===== src/inc/udsfc_regs.vh =====
`ifndef UDSFC_REGS_VH
`define UDSFC_REGS_VH
// Operation
// - 8-bit read-only request status, resets to 00H, bits 7,6,1,0 zero.
// - Bit 5 shows endpoint 4 read request, bit 3 endpoint 2.
// - Bit 4 shows endpoint 3 write request, bit 2 endpoint 1.
// - Setting write enable raises request at once, but only while the buffer is ready.
// - Bits of unsupported endpoints mean nothing and do nothing.
// - Stop bits 7,5,4,2 set when terminal count stops an active request.
// - Stop bits 6,3 mirror endpoint 4 and 2 short-packet stop signal.
// - Reading stop status clears it; interrupt status bits stay untouched.
// - Losing endpoint support clears its stop bits, interrupts are kept.
// - Write-only clear register reads 00H; ones clear, self-return, zeros ignored.
// - Bits 7,5 clear serial-side bulk IN counter and its NAK flag.
// - Serial-side bulk clear ignored during IN token with NAK set.
// - Bits 6,4 clear only the CPU-side bulk IN counter.
// - Bits 3,2 clear interrupt buffer and NAK, ignored during IN token with NAK set.
// - Bit 1 clears endpoint 0 transmit buffer and NAK, ignored during IN token with NAK set.
// - Bit 0 clears endpoint 0 receive; NAK clears only if hardware set.
// - Write enable requests while space exists; terminal count clears enable.
// - Read enable cleared by terminal count or by short-packet stop.

// Register addresses
`define UDSFC_ADDR_MODE 32'hFFFFFE26
`define UDSFC_ADDR_REQ_STAT 32'hFFFFFE27
`define UDSFC_ADDR_STOP_STAT 32'hFFFFFE28
`define UDSFC_ADDR_FIFO_CLR 32'hFFFFFE30
`define UDSFC_RESET_VAL 8'h00
`define UDSFC_READ_ZERO 8'h00

// Request status bit positions
`define UDSFC_RQ_EP1 2
`define UDSFC_RQ_EP4 5

// Stop status bit positions
`define UDSFC_ST_END1 2
`define UDSFC_ST_SHORT2 3
`define UDSFC_ST_END2 4
`define UDSFC_ST_END3 5
`define UDSFC_ST_SHORT4 6
`define UDSFC_ST_END4 7

// FIFO clear bit positions
`define UDSFC_FC_EP0RX 0
`define UDSFC_FC_EP0TX 1
`define UDSFC_FC_INTR1 2
`define UDSFC_FC_INTR2 3
`define UDSFC_FC_BI1CPU 4
`define UDSFC_FC_BI1SER 5
`define UDSFC_FC_BI2CPU 6
`define UDSFC_FC_BI2SER 7

// DMA mode and enable register bit positions
`define UDSFC_MD_MODE0 0
`define UDSFC_MD_MODE1 1
`define UDSFC_MD_RD_EP2 4
`define UDSFC_MD_RD_EP4 5
`define UDSFC_MD_WR_EP1 6
`define UDSFC_MD_WR_EP3 7

// Endpoint support vector positions
`define UDSFC_SUP_EP1 0
`define UDSFC_SUP_EP3 2
`define UDSFC_SUP_EP7 4
`define UDSFC_SUP_EP8 5
`endif


===== src/hw/udsfc_chan.v =====
`timescale 1ns/10ps
module udsfc_chan #(
    parameter IS_READ = 0
) (
    // Clock and reset
    input wire mclk_i,
    input wire reset_i,
    // Firmware access to the enable bit
    input wire en_wr_i,
    input wire en_val_i,
    // Endpoint state
    input wire sup_i,
    input wire ready_i,
    input wire tc_i,
    input wire short_i,
    // Results
    output reg en_o,
    output reg req_o,
    output reg end_evt_o,
    output reg short_evt_o,
    output reg lost_o
);
    reg sup_q;
    reg next_en;
    wire rd_kind = (IS_READ != 0);
    wire lost = sup_q & ~sup_i;

    // Enable: firmware write wins, then hardware clears
    always @* begin
        next_en = en_o;
        if (en_wr_i) begin
            next_en = en_val_i & sup_i;
        end else if (tc_i | (rd_kind & short_i) | lost) begin
            next_en = 1'b0;
        end
    end

    // Request rises with the enable, no data-end qualification
    always @(posedge mclk_i) begin
        if (reset_i) begin
            sup_q <= 1'b0;
            en_o <= 1'b0;
            req_o <= 1'b0;
            end_evt_o <= 1'b0;
            short_evt_o <= 1'b0;
            lost_o <= 1'b0;
        end else begin
            sup_q <= sup_i;
            en_o <= next_en;
            req_o <= next_en & sup_i & ready_i;
            end_evt_o <= tc_i & req_o & sup_i;
            short_evt_o <= rd_kind & short_i & sup_i;
            lost_o <= lost;
        end
    end
endmodule


===== src/hw/udsfc_clr.v =====
`timescale 1ns/10ps
module udsfc_clr (
    // Clock and reset
    input wire mclk_i,
    input wire reset_i,
    // Clear request and its guards
    input wire req_i,
    input wire sup_i,
    input wire busy_i,
    input wire nak_i,
    // Pulses to the buffer
    output reg clr_o,
    output reg nak_clr_o
);
    // A NAKed IN token in flight owns the buffer, so the clear is dropped
    wire go = req_i & sup_i & ~(busy_i & nak_i);

    always @(posedge mclk_i) begin
        if (reset_i) begin
            clr_o <= 1'b0;
            nak_clr_o <= 1'b0;
        end else begin
            clr_o <= go;
            nak_clr_o <= go & nak_i;
        end
    end
endmodule


===== src/hw/udsfc_top.v =====
`timescale 1ns/10ps
`include "udsfc_regs.vh"
module udsfc_top (
    // Clock and reset
    input wire mclk_i,
    input wire reset_i,

    // CPU register access, 8-bit
    input wire [31:0] cpu_addr_i,
    input wire cpu_rd_i,
    input wire cpu_wr_i,
    input wire [7:0] cpu_wdata_i,
    output reg [7:0] cpu_rdata_o,

    // Endpoint support: ep1..ep4, ep7, ep8
    input wire [5:0] ep_sup_i,

    // DMA side: index 0..3 is endpoint 1..4
    input wire [3:0] dma_ready_i,
    input wire [3:0] dma_tc_i,
    input wire [1:0] short_packet_stop_signal_i,
    output wire [3:0] dma_req_o,
    output reg [1:0] dma_mode_o,

    // Stop events toward the interrupt logic
    output wire [3:0] dma_end_evt_o,
    output wire [1:0] short_evt_o,

    // Bulk IN buffers 1 and 2
    input wire [1:0] bulk_in_nak_flag_i,
    input wire [1:0] bulk_in_token_i,
    output wire [1:0] bulk_in_serial_side_clear_o,
    output reg [1:0] bulk_in_cpu_side_clear_o,
    output wire [1:0] bulk_in_nak_clr_o,

    // Interrupt buffers 1 and 2
    input wire [1:0] intr_nak_flag_i,
    input wire [1:0] intr_token_i,
    output wire [1:0] intr_buffer_clear_o,
    output wire [1:0] intr_nak_clr_o,

    // Endpoint 0 transmit buffer
    input wire ep0_tx_nak_flag_i,
    input wire ep0_in_token_i,
    output wire ep0_tx_buffer_clear_o,
    output wire ep0_tx_nak_clr_o,

    // Endpoint 0 receive buffer
    input wire ep0_rx_nak_flag_i,
    input wire ep0_rx_nak_by_fw_i,
    output reg ep0_rx_buffer_clear_o,
    output reg ep0_rx_nak_clr_o
);

    // Address decode
    wire hit_mode = (cpu_addr_i == `UDSFC_ADDR_MODE);
    wire hit_req = (cpu_addr_i == `UDSFC_ADDR_REQ_STAT);
    wire hit_stop = (cpu_addr_i == `UDSFC_ADDR_STOP_STAT);
    wire hit_fic = (cpu_addr_i == `UDSFC_ADDR_FIFO_CLR);
    wire wr_mode = cpu_wr_i & hit_mode;
    wire wr_fic = cpu_wr_i & hit_fic;
    wire rd_stop = cpu_rd_i & hit_stop;

    // Per-channel state passed to and gathered from the channel instances
    wire [3:0] ch_en;
    wire [3:0] ch_lost;
    wire [3:0] ch_sup;
    wire [3:0] ch_en_val;
    wire [3:0] ch_short;

    reg [7:0] dma_request_status;
    reg [7:0] dma_stop_status;
    reg [7:0] next_stop;
    reg [7:0] rd_mux;

    // Channel support and the mode-register bit owning each channel
    assign ch_sup = ep_sup_i[3:0];
    assign ch_en_val[0] = cpu_wdata_i[`UDSFC_MD_WR_EP1];
    assign ch_en_val[1] = cpu_wdata_i[`UDSFC_MD_RD_EP2];
    assign ch_en_val[2] = cpu_wdata_i[`UDSFC_MD_WR_EP3];
    assign ch_en_val[3] = cpu_wdata_i[`UDSFC_MD_RD_EP4];

    // Write channels never see a short-packet stop
    assign ch_short[0] = 1'b0;
    assign ch_short[1] = short_packet_stop_signal_i[0];
    assign ch_short[2] = 1'b0;
    assign ch_short[3] = short_packet_stop_signal_i[1];

    // One channel per endpoint; odd indices are the read endpoints 2 and 4
    genvar gi;
    generate
        for (gi = 0; gi < 4; gi = gi + 1) begin : g_ch
            wire unused_short;
            udsfc_chan #(
                .IS_READ(gi % 2)
            ) u_chan (
                .mclk_i(mclk_i),
                .reset_i(reset_i),
                .en_wr_i(wr_mode),
                .en_val_i(ch_en_val[gi]),
                .sup_i(ch_sup[gi]),
                .ready_i(dma_ready_i[gi]),
                .tc_i(dma_tc_i[gi]),
                .short_i(ch_short[gi]),
                .en_o(ch_en[gi]),
                .req_o(dma_req_o[gi]),
                .end_evt_o(dma_end_evt_o[gi]),
                .short_evt_o(unused_short),
                .lost_o(ch_lost[gi])
            );
        end
    endgenerate

    // Only the read channels report short-packet stops
    assign short_evt_o[0] = g_ch[1].unused_short;
    assign short_evt_o[1] = g_ch[3].unused_short;

    // Transfer mode bits; bits 3 and 2 are held at zero
    always @(posedge mclk_i) begin
        if (reset_i) begin
            dma_mode_o <= 2'h0;
        end else if (wr_mode) begin
            dma_mode_o <= {cpu_wdata_i[`UDSFC_MD_MODE1],
                           cpu_wdata_i[`UDSFC_MD_MODE0]};
        end
    end

    // Request status mirrors the request flops, one cycle behind them
    always @(posedge mclk_i) begin
        if (reset_i) begin
            dma_request_status <= `UDSFC_RESET_VAL;
        end else begin
            dma_request_status <= {2'h0, dma_req_o, 2'h0};
        end
    end

    // Stop status: read clear first, then hardware sets win over it,
    // then loss of support clears last so stale stops never linger
    always @* begin
        next_stop = dma_stop_status;
        if (rd_stop) begin
            next_stop = `UDSFC_READ_ZERO;
        end
        if (dma_end_evt_o[0]) begin
            next_stop[`UDSFC_ST_END1] = 1'b1;
        end
        if (dma_end_evt_o[1]) begin
            next_stop[`UDSFC_ST_END2] = 1'b1;
        end
        if (dma_end_evt_o[2]) begin
            next_stop[`UDSFC_ST_END3] = 1'b1;
        end
        if (dma_end_evt_o[3]) begin
            next_stop[`UDSFC_ST_END4] = 1'b1;
        end
        if (short_evt_o[0]) begin
            next_stop[`UDSFC_ST_SHORT2] = 1'b1;
        end
        if (short_evt_o[1]) begin
            next_stop[`UDSFC_ST_SHORT4] = 1'b1;
        end
        if (ch_lost[0]) begin
            next_stop[`UDSFC_ST_END1] = 1'b0;
        end
        if (ch_lost[1]) begin
            next_stop[`UDSFC_ST_END2] = 1'b0;
            next_stop[`UDSFC_ST_SHORT2] = 1'b0;
        end
        if (ch_lost[2]) begin
            next_stop[`UDSFC_ST_END3] = 1'b0;
        end
        if (ch_lost[3]) begin
            next_stop[`UDSFC_ST_END4] = 1'b0;
            next_stop[`UDSFC_ST_SHORT4] = 1'b0;
        end
    end

    // Stop status register; the event outputs are not touched by a read
    always @(posedge mclk_i) begin
        if (reset_i) begin
            dma_stop_status <= `UDSFC_RESET_VAL;
        end else begin
            dma_stop_status <= next_stop;
        end
    end

    // Read mux; the clear register and unmapped addresses read zero
    always @* begin
        rd_mux = `UDSFC_READ_ZERO;
        if (hit_mode) begin
            rd_mux = {ch_en[2], ch_en[0], ch_en[3], ch_en[1],
                      2'h0, dma_mode_o};
        end else if (hit_req) begin
            rd_mux = dma_request_status;
        end else if (hit_stop) begin
            rd_mux = dma_stop_status;
        end else if (hit_fic) begin
            rd_mux = `UDSFC_READ_ZERO;
        end
    end

    // Read data is registered and held until the next read
    always @(posedge mclk_i) begin
        if (reset_i) begin
            cpu_rdata_o <= `UDSFC_READ_ZERO;
        end else if (cpu_rd_i) begin
            cpu_rdata_o <= rd_mux;
        end
    end

    // FIFO clear bits act as one-cycle strobes and are never stored,
    // so the register needs no self-clearing state of its own
    wire [7:0] fic = wr_fic ? cpu_wdata_i : 8'h00;

    // Serial-side bulk IN clears, guarded by NAKed IN tokens on ep1/ep3
    udsfc_clr u_bi1_ser (
        .mclk_i(mclk_i),
        .reset_i(reset_i),
        .req_i(fic[`UDSFC_FC_BI1SER]),
        .sup_i(ep_sup_i[`UDSFC_SUP_EP1]),
        .busy_i(bulk_in_token_i[0]),
        .nak_i(bulk_in_nak_flag_i[0]),
        .clr_o(bulk_in_serial_side_clear_o[0]),
        .nak_clr_o(bulk_in_nak_clr_o[0])
    );

    udsfc_clr u_bi2_ser (
        .mclk_i(mclk_i),
        .reset_i(reset_i),
        .req_i(fic[`UDSFC_FC_BI2SER]),
        .sup_i(ep_sup_i[`UDSFC_SUP_EP3]),
        .busy_i(bulk_in_token_i[1]),
        .nak_i(bulk_in_nak_flag_i[1]),
        .clr_o(bulk_in_serial_side_clear_o[1]),
        .nak_clr_o(bulk_in_nak_clr_o[1])
    );

    // Interrupt buffer clears, guarded by NAKed IN tokens on ep7/ep8
    udsfc_clr u_intr1 (
        .mclk_i(mclk_i),
        .reset_i(reset_i),
        .req_i(fic[`UDSFC_FC_INTR1]),
        .sup_i(ep_sup_i[`UDSFC_SUP_EP7]),
        .busy_i(intr_token_i[0]),
        .nak_i(intr_nak_flag_i[0]),
        .clr_o(intr_buffer_clear_o[0]),
        .nak_clr_o(intr_nak_clr_o[0])
    );

    udsfc_clr u_intr2 (
        .mclk_i(mclk_i),
        .reset_i(reset_i),
        .req_i(fic[`UDSFC_FC_INTR2]),
        .sup_i(ep_sup_i[`UDSFC_SUP_EP8]),
        .busy_i(intr_token_i[1]),
        .nak_i(intr_nak_flag_i[1]),
        .clr_o(intr_buffer_clear_o[1]),
        .nak_clr_o(intr_nak_clr_o[1])
    );

    // Endpoint 0 is always supported
    udsfc_clr u_ep0_tx (
        .mclk_i(mclk_i),
        .reset_i(reset_i),
        .req_i(fic[`UDSFC_FC_EP0TX]),
        .sup_i(1'b1),
        .busy_i(ep0_in_token_i),
        .nak_i(ep0_tx_nak_flag_i),
        .clr_o(ep0_tx_buffer_clear_o),
        .nak_clr_o(ep0_tx_nak_clr_o)
    );

    // CPU-side bulk clears leave the serial half and its NAK alone;
    // firmware must drain the CPU half before a serial-only clear
    always @(posedge mclk_i) begin
        if (reset_i) begin
            bulk_in_cpu_side_clear_o <= 2'h0;
        end else begin
            bulk_in_cpu_side_clear_o[0] <=
                fic[`UDSFC_FC_BI1CPU] & ep_sup_i[`UDSFC_SUP_EP1];
            bulk_in_cpu_side_clear_o[1] <=
                fic[`UDSFC_FC_BI2CPU] & ep_sup_i[`UDSFC_SUP_EP3];
        end
    end

    // Receive clear; a firmware-set NAK survives it
    always @(posedge mclk_i) begin
        if (reset_i) begin
            ep0_rx_buffer_clear_o <= 1'b0;
            ep0_rx_nak_clr_o <= 1'b0;
        end else begin
            ep0_rx_buffer_clear_o <= fic[`UDSFC_FC_EP0RX];
            ep0_rx_nak_clr_o <= fic[`UDSFC_FC_EP0RX] &
                ep0_rx_nak_flag_i & ~ep0_rx_nak_by_fw_i;
        end
    end

endmodule


===== config.mk =====
export PLATFORM = sky130hd
export DESIGN_NAME = udsfc_top
export DESIGN_NICKNAME = d
export VERILOG_FILES = /design/src/hw/udsfc_chan.v /design/src/hw/udsfc_clr.v /design/src/hw/udsfc_top.v
export VERILOG_INCLUDE_DIRS = /design/src /design/src/inc
export SDC_FILE = /design/constraint.sdc
export NUM_CORES = 1
export LEC_CHECK = 0
export BUFFER_PORTS_ARGS = -buffer_cell sky130_fd_sc_hd__buf_2
export CORE_MARGIN = 2
export CORE_UTILIZATION = 30
export CTS_BUF_LIST = sky130_fd_sc_hd__clkbuf_16
export CTS_CLUSTER_DIAMETER = 120
export DETAILED_ROUTE_END_ITERATION = 10
export SLEW_MARGIN = 5
export SYNTH_ARGS = -nofsm -noshare
export SYNTH_HDL_FRONTEND = slang
export SYNTH_SLANG_ARGS = --single-unit

===== constraint.sdc =====
create_clock -name mclk_i -period 3.9 [get_ports mclk_i]
set_input_delay 0.975 -clock mclk_i [delete_from_list [all_inputs] [get_ports mclk_i]]
set_output_delay 0.975 -clock mclk_i [all_outputs]
set_load 0.005 [all_outputs]

==> results of run 1 <==
==> cell families after synthesis <==
logic type | Yosys count
AO/OA/AOI/OAI | 30
buffers and inverters | 33
flip-flops | 56
AND/OR/NAND/NOR | 116
multiplexers | 9
==> sequential cells by signal (all words and copies together) (netlist names) <==
signal,count
u_intr1.nak_clr_o,1
g_ch.u_chan.end_evt_o,4
dma_stop_status,6
u_bi2_ser.clr_o,1
u_ep0_tx.nak_clr_o,1
g_ch.u_chan.req_o,4
ep0_rx_nak_clr_o,1
u_bi2_ser.nak_clr_o,1
dma_mode_o,2
g_ch.u_chan.en_o,4
u_bi1_ser.clr_o,1
u_ep0_tx.clr_o,1
g_ch.u_chan.short_evt_o,2
u_intr2.nak_clr_o,1
ep0_rx_buffer_clear_o,1
u_bi1_ser.nak_clr_o,1
g_ch.u_chan.sup_q,4
bulk_in_cpu_side_clear_o,2
cpu_rdata_o,8
u_intr1.clr_o,1
u_intr2.clr_o,1
dma_request_status,4
g_ch.u_chan.lost_o,4
==> metal layers <==
layer | wire length (um) | track usage, % | vias to the layer above
li1 | - | - | 1032
met1 | 2630 | 17.5 | 951
met2 | 2700 | 23.3 | 83
met3 | 410 | 3.82 | 6
met4 | 57 | 4.04 | 0
met5 | 0 | 0 | -
==> worst max-delay path: stages <==
cell and delay (ps):
buf_2 80, nand4_1 130, nor4_2 660, and4_1 690, mux2i_1 240
==> synthesized netlist by cell type, types with 2 or more instances <==
cell       n
nand2b_1  14
nor2_1    17
nor3_1     4
nand4_1    8
and2_1     2
and3_1     7
buf_2      2
nand3_1    9
o21ai_0   10
clkbuf_1   5
a22oi_1    4
a21oi_1    2
nor4b_1    4
nor4_1     4
a41oi_1    6
mux2i_1    9
a32oi_1    2
dfxtp_1   56
a211oi_1   3
nand2_1   20
or4_1      3
nor2b_1   10
nand4b_1   3
buf_4     18
o31ai_1    2
inv_1      8
==> power groups by stage <==
stage	registers, mW	clock network [mW]	logic (mW)
floorplan	0.591	0	0.0284
global placement	0.592	0	0.0761
detailed placement	0.592	0	0.0772
CTS	0.578	0.596	0.0775
global route	0.579	0.623	0.0863
finish	0.578	0.583	0.0768
==> area by class of cell <==
class / count / area (sq um)
fill: 757 / 4350
sequential: 56 / 1120
multi-input combinational: 155 / 970
timing repair buffer: 107 / 541
clock buffer: 5 / 125
tap: 99 / 124
clock inverter: 3 / 68.8
inverter: 8 / 30.0
==> worst min path at each step <==
stage | startpoint | to | slack (ps)
2_1_floorplan | g_ch[1].u_chan.sup_q | g_ch[1].u_chan.lost_o | 420
3_3_place_gp | cpu_rdata_o[3] | cpu_rdata_o[3] | 440
3_5_place_dp | cpu_rdata_o[6] | cpu_rdata_o[6] | 440
4_1_cts | g_ch[3].u_chan.sup_q | g_ch[3].u_chan.lost_o | 450
5_1_grt | g_ch[1].u_chan.sup_q | g_ch[1].u_chan.lost_o | 480
6_report | g_ch[3].u_chan.sup_q | g_ch[3].u_chan.lost_o | 450
==> stage by stage <==
step	hold slack (ps)	cells	total power [mW]	setup WS, ps	util, %
after global placement	438	425	0.668	1100	38.0
after global routing	476	433	1.29	1200	40.6
after CTS	451	433	1.25	1310	40.6
final	449	433	1.24	1330	40.6
after floorplan	425	244	0.620	1410	-
after detailed placement	439	425	0.669	1030	38.0
==> cells in the final DEF, fill, tap and decap left out, types with 2 or more instances in the layout <==
cell         n
dfxtp_1     56
nand2b_1    14
clkbuf_16    5
mux2i_1      9
nand3_1      9
buf_2      105
nand4_1      8
o31ai_1      2
nor2b_1     10
nand2_1     20
inv_1        8
a21oi_1      2
nand4b_1     3
a41oi_1      6
or4_1        3
a22oi_1      4
buf_4        2
a32oi_1      2
bufinv_16    2
nor2_1      17
nor3_1       4
o21ai_0     10
and2_1       2
nor4_1       4
a211oi_1     3
and3_1       7
nor4b_1      4
==> results by group, run 1 <==
Outcome
  • Status: finished clean

Logic synthesis
  • Post-Synth Adder-Cell Area: 0%
  • Post-synth EDFFs: 0
  • Flops & latches, synth: 56
  • Leading area contributor after synthesis: dfxtp_1
  • Avg Cell Area, Syn: 9.36 sq um
  • Async S/R FF share, synth: 0%
  • Synth Cell Area: 2280 sq um
  • Register area share after synthesis: 49.1%
  • Post-synth top area share: 49.1%
  • Synth unique cells: 38
  • Warnings, synthesis: 0
  • Simple-gate area share of the yosys netlist: 29.6%
  • Largest family of logic cells by synthesized area: simple AND/OR/NAND/NOR gates
  • Ys flop type: dfxtp_1
  • Mux cell area share after synthesis: 3.94%
  • Post-Synth XOR/XNOR Area: 0%
  • Synth area leaders: dfxtp_1 (49%), buf_4 (5.9%), mux2i_1 (3.9%)
  • Cell count after synthesis: 244
  • Synth Area in Compound Gates: 8.93%
  • Synthesized Nets: 316

Setup path
  • Reg2reg setup slack: 2670 ps
  • Worst setup path startpoint: cpu_addr_i[20]
  • Setup crit end kind: register
  • CP endpoint: g_ch[2].u_chan.req_o
  • Crit path launch type: primary input
  • WP data required: 4120 ps
  • WP data arrival: 2790 ps
  • WS Path Type: in -> reg
  • R2r startpoint: g_ch[0].u_chan.sup_q
  • Cells on worst reg2reg path: 3
  • Critical Path Fanout Max: 10
  • Reg2reg end: g_ch[0].u_chan.en_o

Worst hold path
  • Worst min-delay path class: reg -> reg
  • Worst Hold Depth: 2

CTS
  • CTS tree: yes
  • Setup bufs post-CTS: 0
  • Post-cts hold buffer count: 0
  • Inserted Clock Buffers: 5
  • H-tree Lvls: 2
  • CTS Sinks: 56
  • Worst-Skew Late Latency: 290 ps
  • Root Driver: clkbuf_16
  • Number of gates resized after cts: 0
  • Longest Clk Path Bufs: 2
  • Clock Pin Slew Worst Setup and Hold Paths: 70 ps

Floorplan
  • Initial Util: 31.2%
  • Die ar.: 8330 sq um
  • Die Wd: 91.3 um
  • Die span in y: 91.3 um
  • Row cnt: 31
  • Core Area: 7330 sq um
  • IO Pins: 106

Timing
  • Final Skew: 6.65 ps
  • Final Cycle Share: 66.0%
  • RSZ-0062 raised after global routing: no
  • Slew headroom: 52.6%
  • Worst Tran Pin Value: 706 ps
  • Final Hold Viols: 0
  • Fmax: 0.388 GHz
  • Crit path time final: 2570 ps
  • Setup TNS Final: 0 ps
  • Final-report max-slew violation count: 0
  • Final setup violation count: 0

Place
  • Dpl hpwl: 4.61 mm
  • Post-placement cell area: 2790 sq um
  • GP Congestion: 0.836
  • Port bufs: 105

GRT
  • Vias in the first global route: 1960
  • GRT Residual Overflow: 0
  • Gr usage total: 13.9%
  • Largest net degree at the start of global routing: 31
  • First-pass GRT wire length: 9.26 mm
  • Initial antenna violation count: 0

Pwr
  • Worst VDD drop: 0.168 mV
  • Internal Pwr Total: 0.985 mW
  • Gate power share: 6.2%
  • Sw Ratio: 20.4%
  • Switching power: 0.253 mW
  • Leak pwr: 1.30 nW
  • PwrDens: 416 nW/um^2
  • Clk network pwr share: 47.1%
  • Reg power frac: 46.7%

Cells and area
  • # diodes: 0
  • Final Instance Area: 2980 sq um
  • Layout Nets: 405
  • Area growth syn-to-layout: 30.4%
  • Ratio of cells with drive above 1 in the final layout: 35.9%

Routing
  • Routed vias: 2072
  • Vias/cell: 4.79
  • 1st-pass router iterations: 4
  • DRC: 0
  • Final ANT Viol Nets: 0
  • Final wirelength: 5.80 mm
  • WL per Instance: 13.4 um
  • Iteration-0 DRC Markers: 101

Run
  • Max-Cap Viols: 0
Note: power is estimated with default switching activity, not from simulation.
==> inputs of run 2 (changes only) <==
- clock period: 3.9 -> 2.6 ns (I/O delays scaled with it)
==> run 2 against run 1 <==
Compared with the run above:
- combinational power grew 50%
- sequential cell count stayed put
- first-iteration DRC count shrank 50%
- non-clock buffer count up 4
- sequential power is 50% higher
- count of clock-buffer cells in the layout is the same
- critical path type unchanged
==> results by group, run 2 (synthesized netlist as in run 1, its figures left out) <==
Setup path
  • Setup crit end kind: register
  • WP data required: 2790 ps
  • Reg2reg setup slack: 1380 ps
  • WP data arrival: 2310 ps
  • Reg2reg end: g_ch[0].u_chan.en_o
  • Critical Path Fanout Max: 10
  • WS Path Type: in -> reg
  • Cells on worst reg2reg path: 3
  • Crit path launch type: primary input
  • R2r startpoint: g_ch[0].u_chan.sup_q

Timing
  • Final-report max-slew violation count: 0
  • Fmax: 0.472 GHz
  • Final Hold Viols: 0
  • Slew headroom: 68.2%
  • Final Cycle Share: 81.5%
  • Setup TNS Final: 0 ps
  • Crit path time final: 2120 ps
  • Final setup violation count: 0
  • Worst Tran Pin Value: 475 ps
  • Final Skew: 3.60 ps
  • RSZ-0062 raised after global routing: no

CTS
  • Post-cts hold buffer count: 0
  • Clock Pin Slew Worst Setup and Hold Paths: 70 ps
  • Inserted Clock Buffers: 5
  • Root Driver: clkbuf_16
  • CTS Sinks: 56
  • CTS tree: yes
  • H-tree Lvls: 2
  • Worst-Skew Late Latency: 290 ps
  • Longest Clk Path Bufs: 2
  • Setup bufs post-CTS: 0
  • Number of gates resized after cts: 0

Cells and area
  • Commonest cells after routing, fill and taps aside: buf_2 (105), dfxtp_1 (56), nand2_1 (20), nor2_1 (17), nand2b_1 (14)
  • Top flop regs: cpu_rdata_o: 8 flops, dma_stop_status: 6 flops
  • # diodes: 0
  • Most common library cell in the layout ignoring fill and taps: buf_2
  • Register area: 1120 sq um
  • Top reg by flops: cpu_rdata_o
  • Area growth syn-to-layout: 30.4%
  • Filler cell count: 752
  • Max FFs per register: 8
  • Layout Nets: 409
  • Ratio of cells with drive above 1 in the final layout: 36.4%
  • Area of the multi-input gates: 970 sq um

Routing
  • Routed vias: 2054
  • DRC: 0
  • Vias/cell: 4.70
  • Final ANT Viol Nets: 0
  • 1st-pass router iterations: 4
  • WL per Instance: 13.4 um
  • Final wirelength: 5.85 mm
  • Iteration-0 DRC Markers: 50

Pwr
  • Leak pwr: 1.31 nW
  • Sw Ratio: 20.2%
  • Power, Total: 1.72 mW
  • PwrDens: 578 nW/um^2
  • Worst VDD drop: 0.238 mV
  • Switching power: 0.348 mW
  • Gate power share: 6.7%
  • Clk network pwr share: 42.9%
  • Reg power frac: 50.4%
  • Internal Pwr Total: 1.37 mW

GRT
  • First-pass GRT wire length: 9.38 mm
  • Initial antenna violation count: 0
  • Gr usage total: 14.2%
  • Largest net degree at the start of global routing: 21
  • GRT Residual Overflow: 0
  • Vias in the first global route: 1975

Floorplan
  • Row cnt: 31
  • Die span in y: 91.3 um
  • Initial Util: 31.2%
  • Core Area: 7330 sq um
  • IO Pins: 106
  • Die Wd: 91.3 um
  • Die ar.: 8330 sq um

Place
  • Port bufs: 105
  • Dpl hpwl: 4.70 mm
  • GP Congestion: 0.861

Worst hold path
  • Worst Hold Depth: 2
  • Hold Startpoint: g_ch[1].u_chan.sup_q
  • Worst Hold End: g_ch[1].u_chan.lost_o
  • Worst min-delay path class: reg -> reg

Run
  • Max-Cap Viols: 0

Outcome
  • Status: finished clean
[run 2: changes by cell type in the layout (fill, tap and decap cells not counted)]
cell,delta
buf_4,+4
bufinv_16,-1
clkinv_2,+1
inv_1,+1
inv_6,-1
[run 2: per-layer routing]
| metal | GRT usage (%) | part of all wire [%] |
|---|---|---|
| met5 | 0 | 0 |
| met4 | 3.41 | 0.94 |
| met3 | 4.56 | 7.9 |
| met2 | 24.0 | 48 |
| met1 | 17.5 | 43 |
[run 2: how the worst max path moves through the flow]
stage | start | end | slack (ps) | cells past startpoint
2_1_floorplan | cpu_addr_i[20] | cpu_rdata_o[5] | 440 | 4
3_3_place_gp | cpu_addr_i[0] | u_bi2_ser.nak_clr_o | 220 | 5
3_5_place_dp | cpu_addr_i[0] | u_intr1.nak_clr_o | 150 | 5
4_1_cts | cpu_addr_i[0] | u_intr1.nak_clr_o | 440 | 5
5_1_grt | cpu_addr_i[0] | u_intr2.nak_clr_o | 280 | 5
6_report | cpu_addr_i[0] | u_intr1.nak_clr_o | 480 | 5
[run 2: stage by stage]
step / util (%) / instance area (sq um) / cells / worst slack (ps) / hold WS, ps
floorplan: - / 2280 / 244 / 438 / 425
global placement: 38.4 / 2820 / 429 / 224 / 439
detailed placement: 38.4 / 2820 / 429 / 147 / 446
CTS: 40.6 / 2980 / 437 / 445 / 457
global route: 40.6 / 2980 / 437 / 285 / 479
finish: 40.6 / 2980 / 437 / 482 / 455
[run 2: power by group through the flow]
stage          sequential (mW)  combinational (mW)  clock (mW)
2_1_floorplan            0.887              0.0426           0
3_3_place_gp             0.888               0.114           0
3_5_place_dp             0.888               0.116           0
4_1_cts                  0.868               0.117       0.761
5_1_grt                  0.868               0.130       0.806
6_report                 0.868               0.115       0.738
[run 2: layout make-up]
cell class / count / area share, %
clock buffers: 5 / 4.20
clock inverters: 3 / 1.30
inverters: 8 / 1.01
multi-input cells: 155 / 32.5
flip-flops and latches: 56 / 37.6
well taps: 99 / 4.16
repair buffers: 111 / 19.2
[run 2: critical path, stage by stage]
cell      delay [ps]
buf_2            150
or4_1            560
nor3_2           280
nand4b_2         310
nor4b_1          360
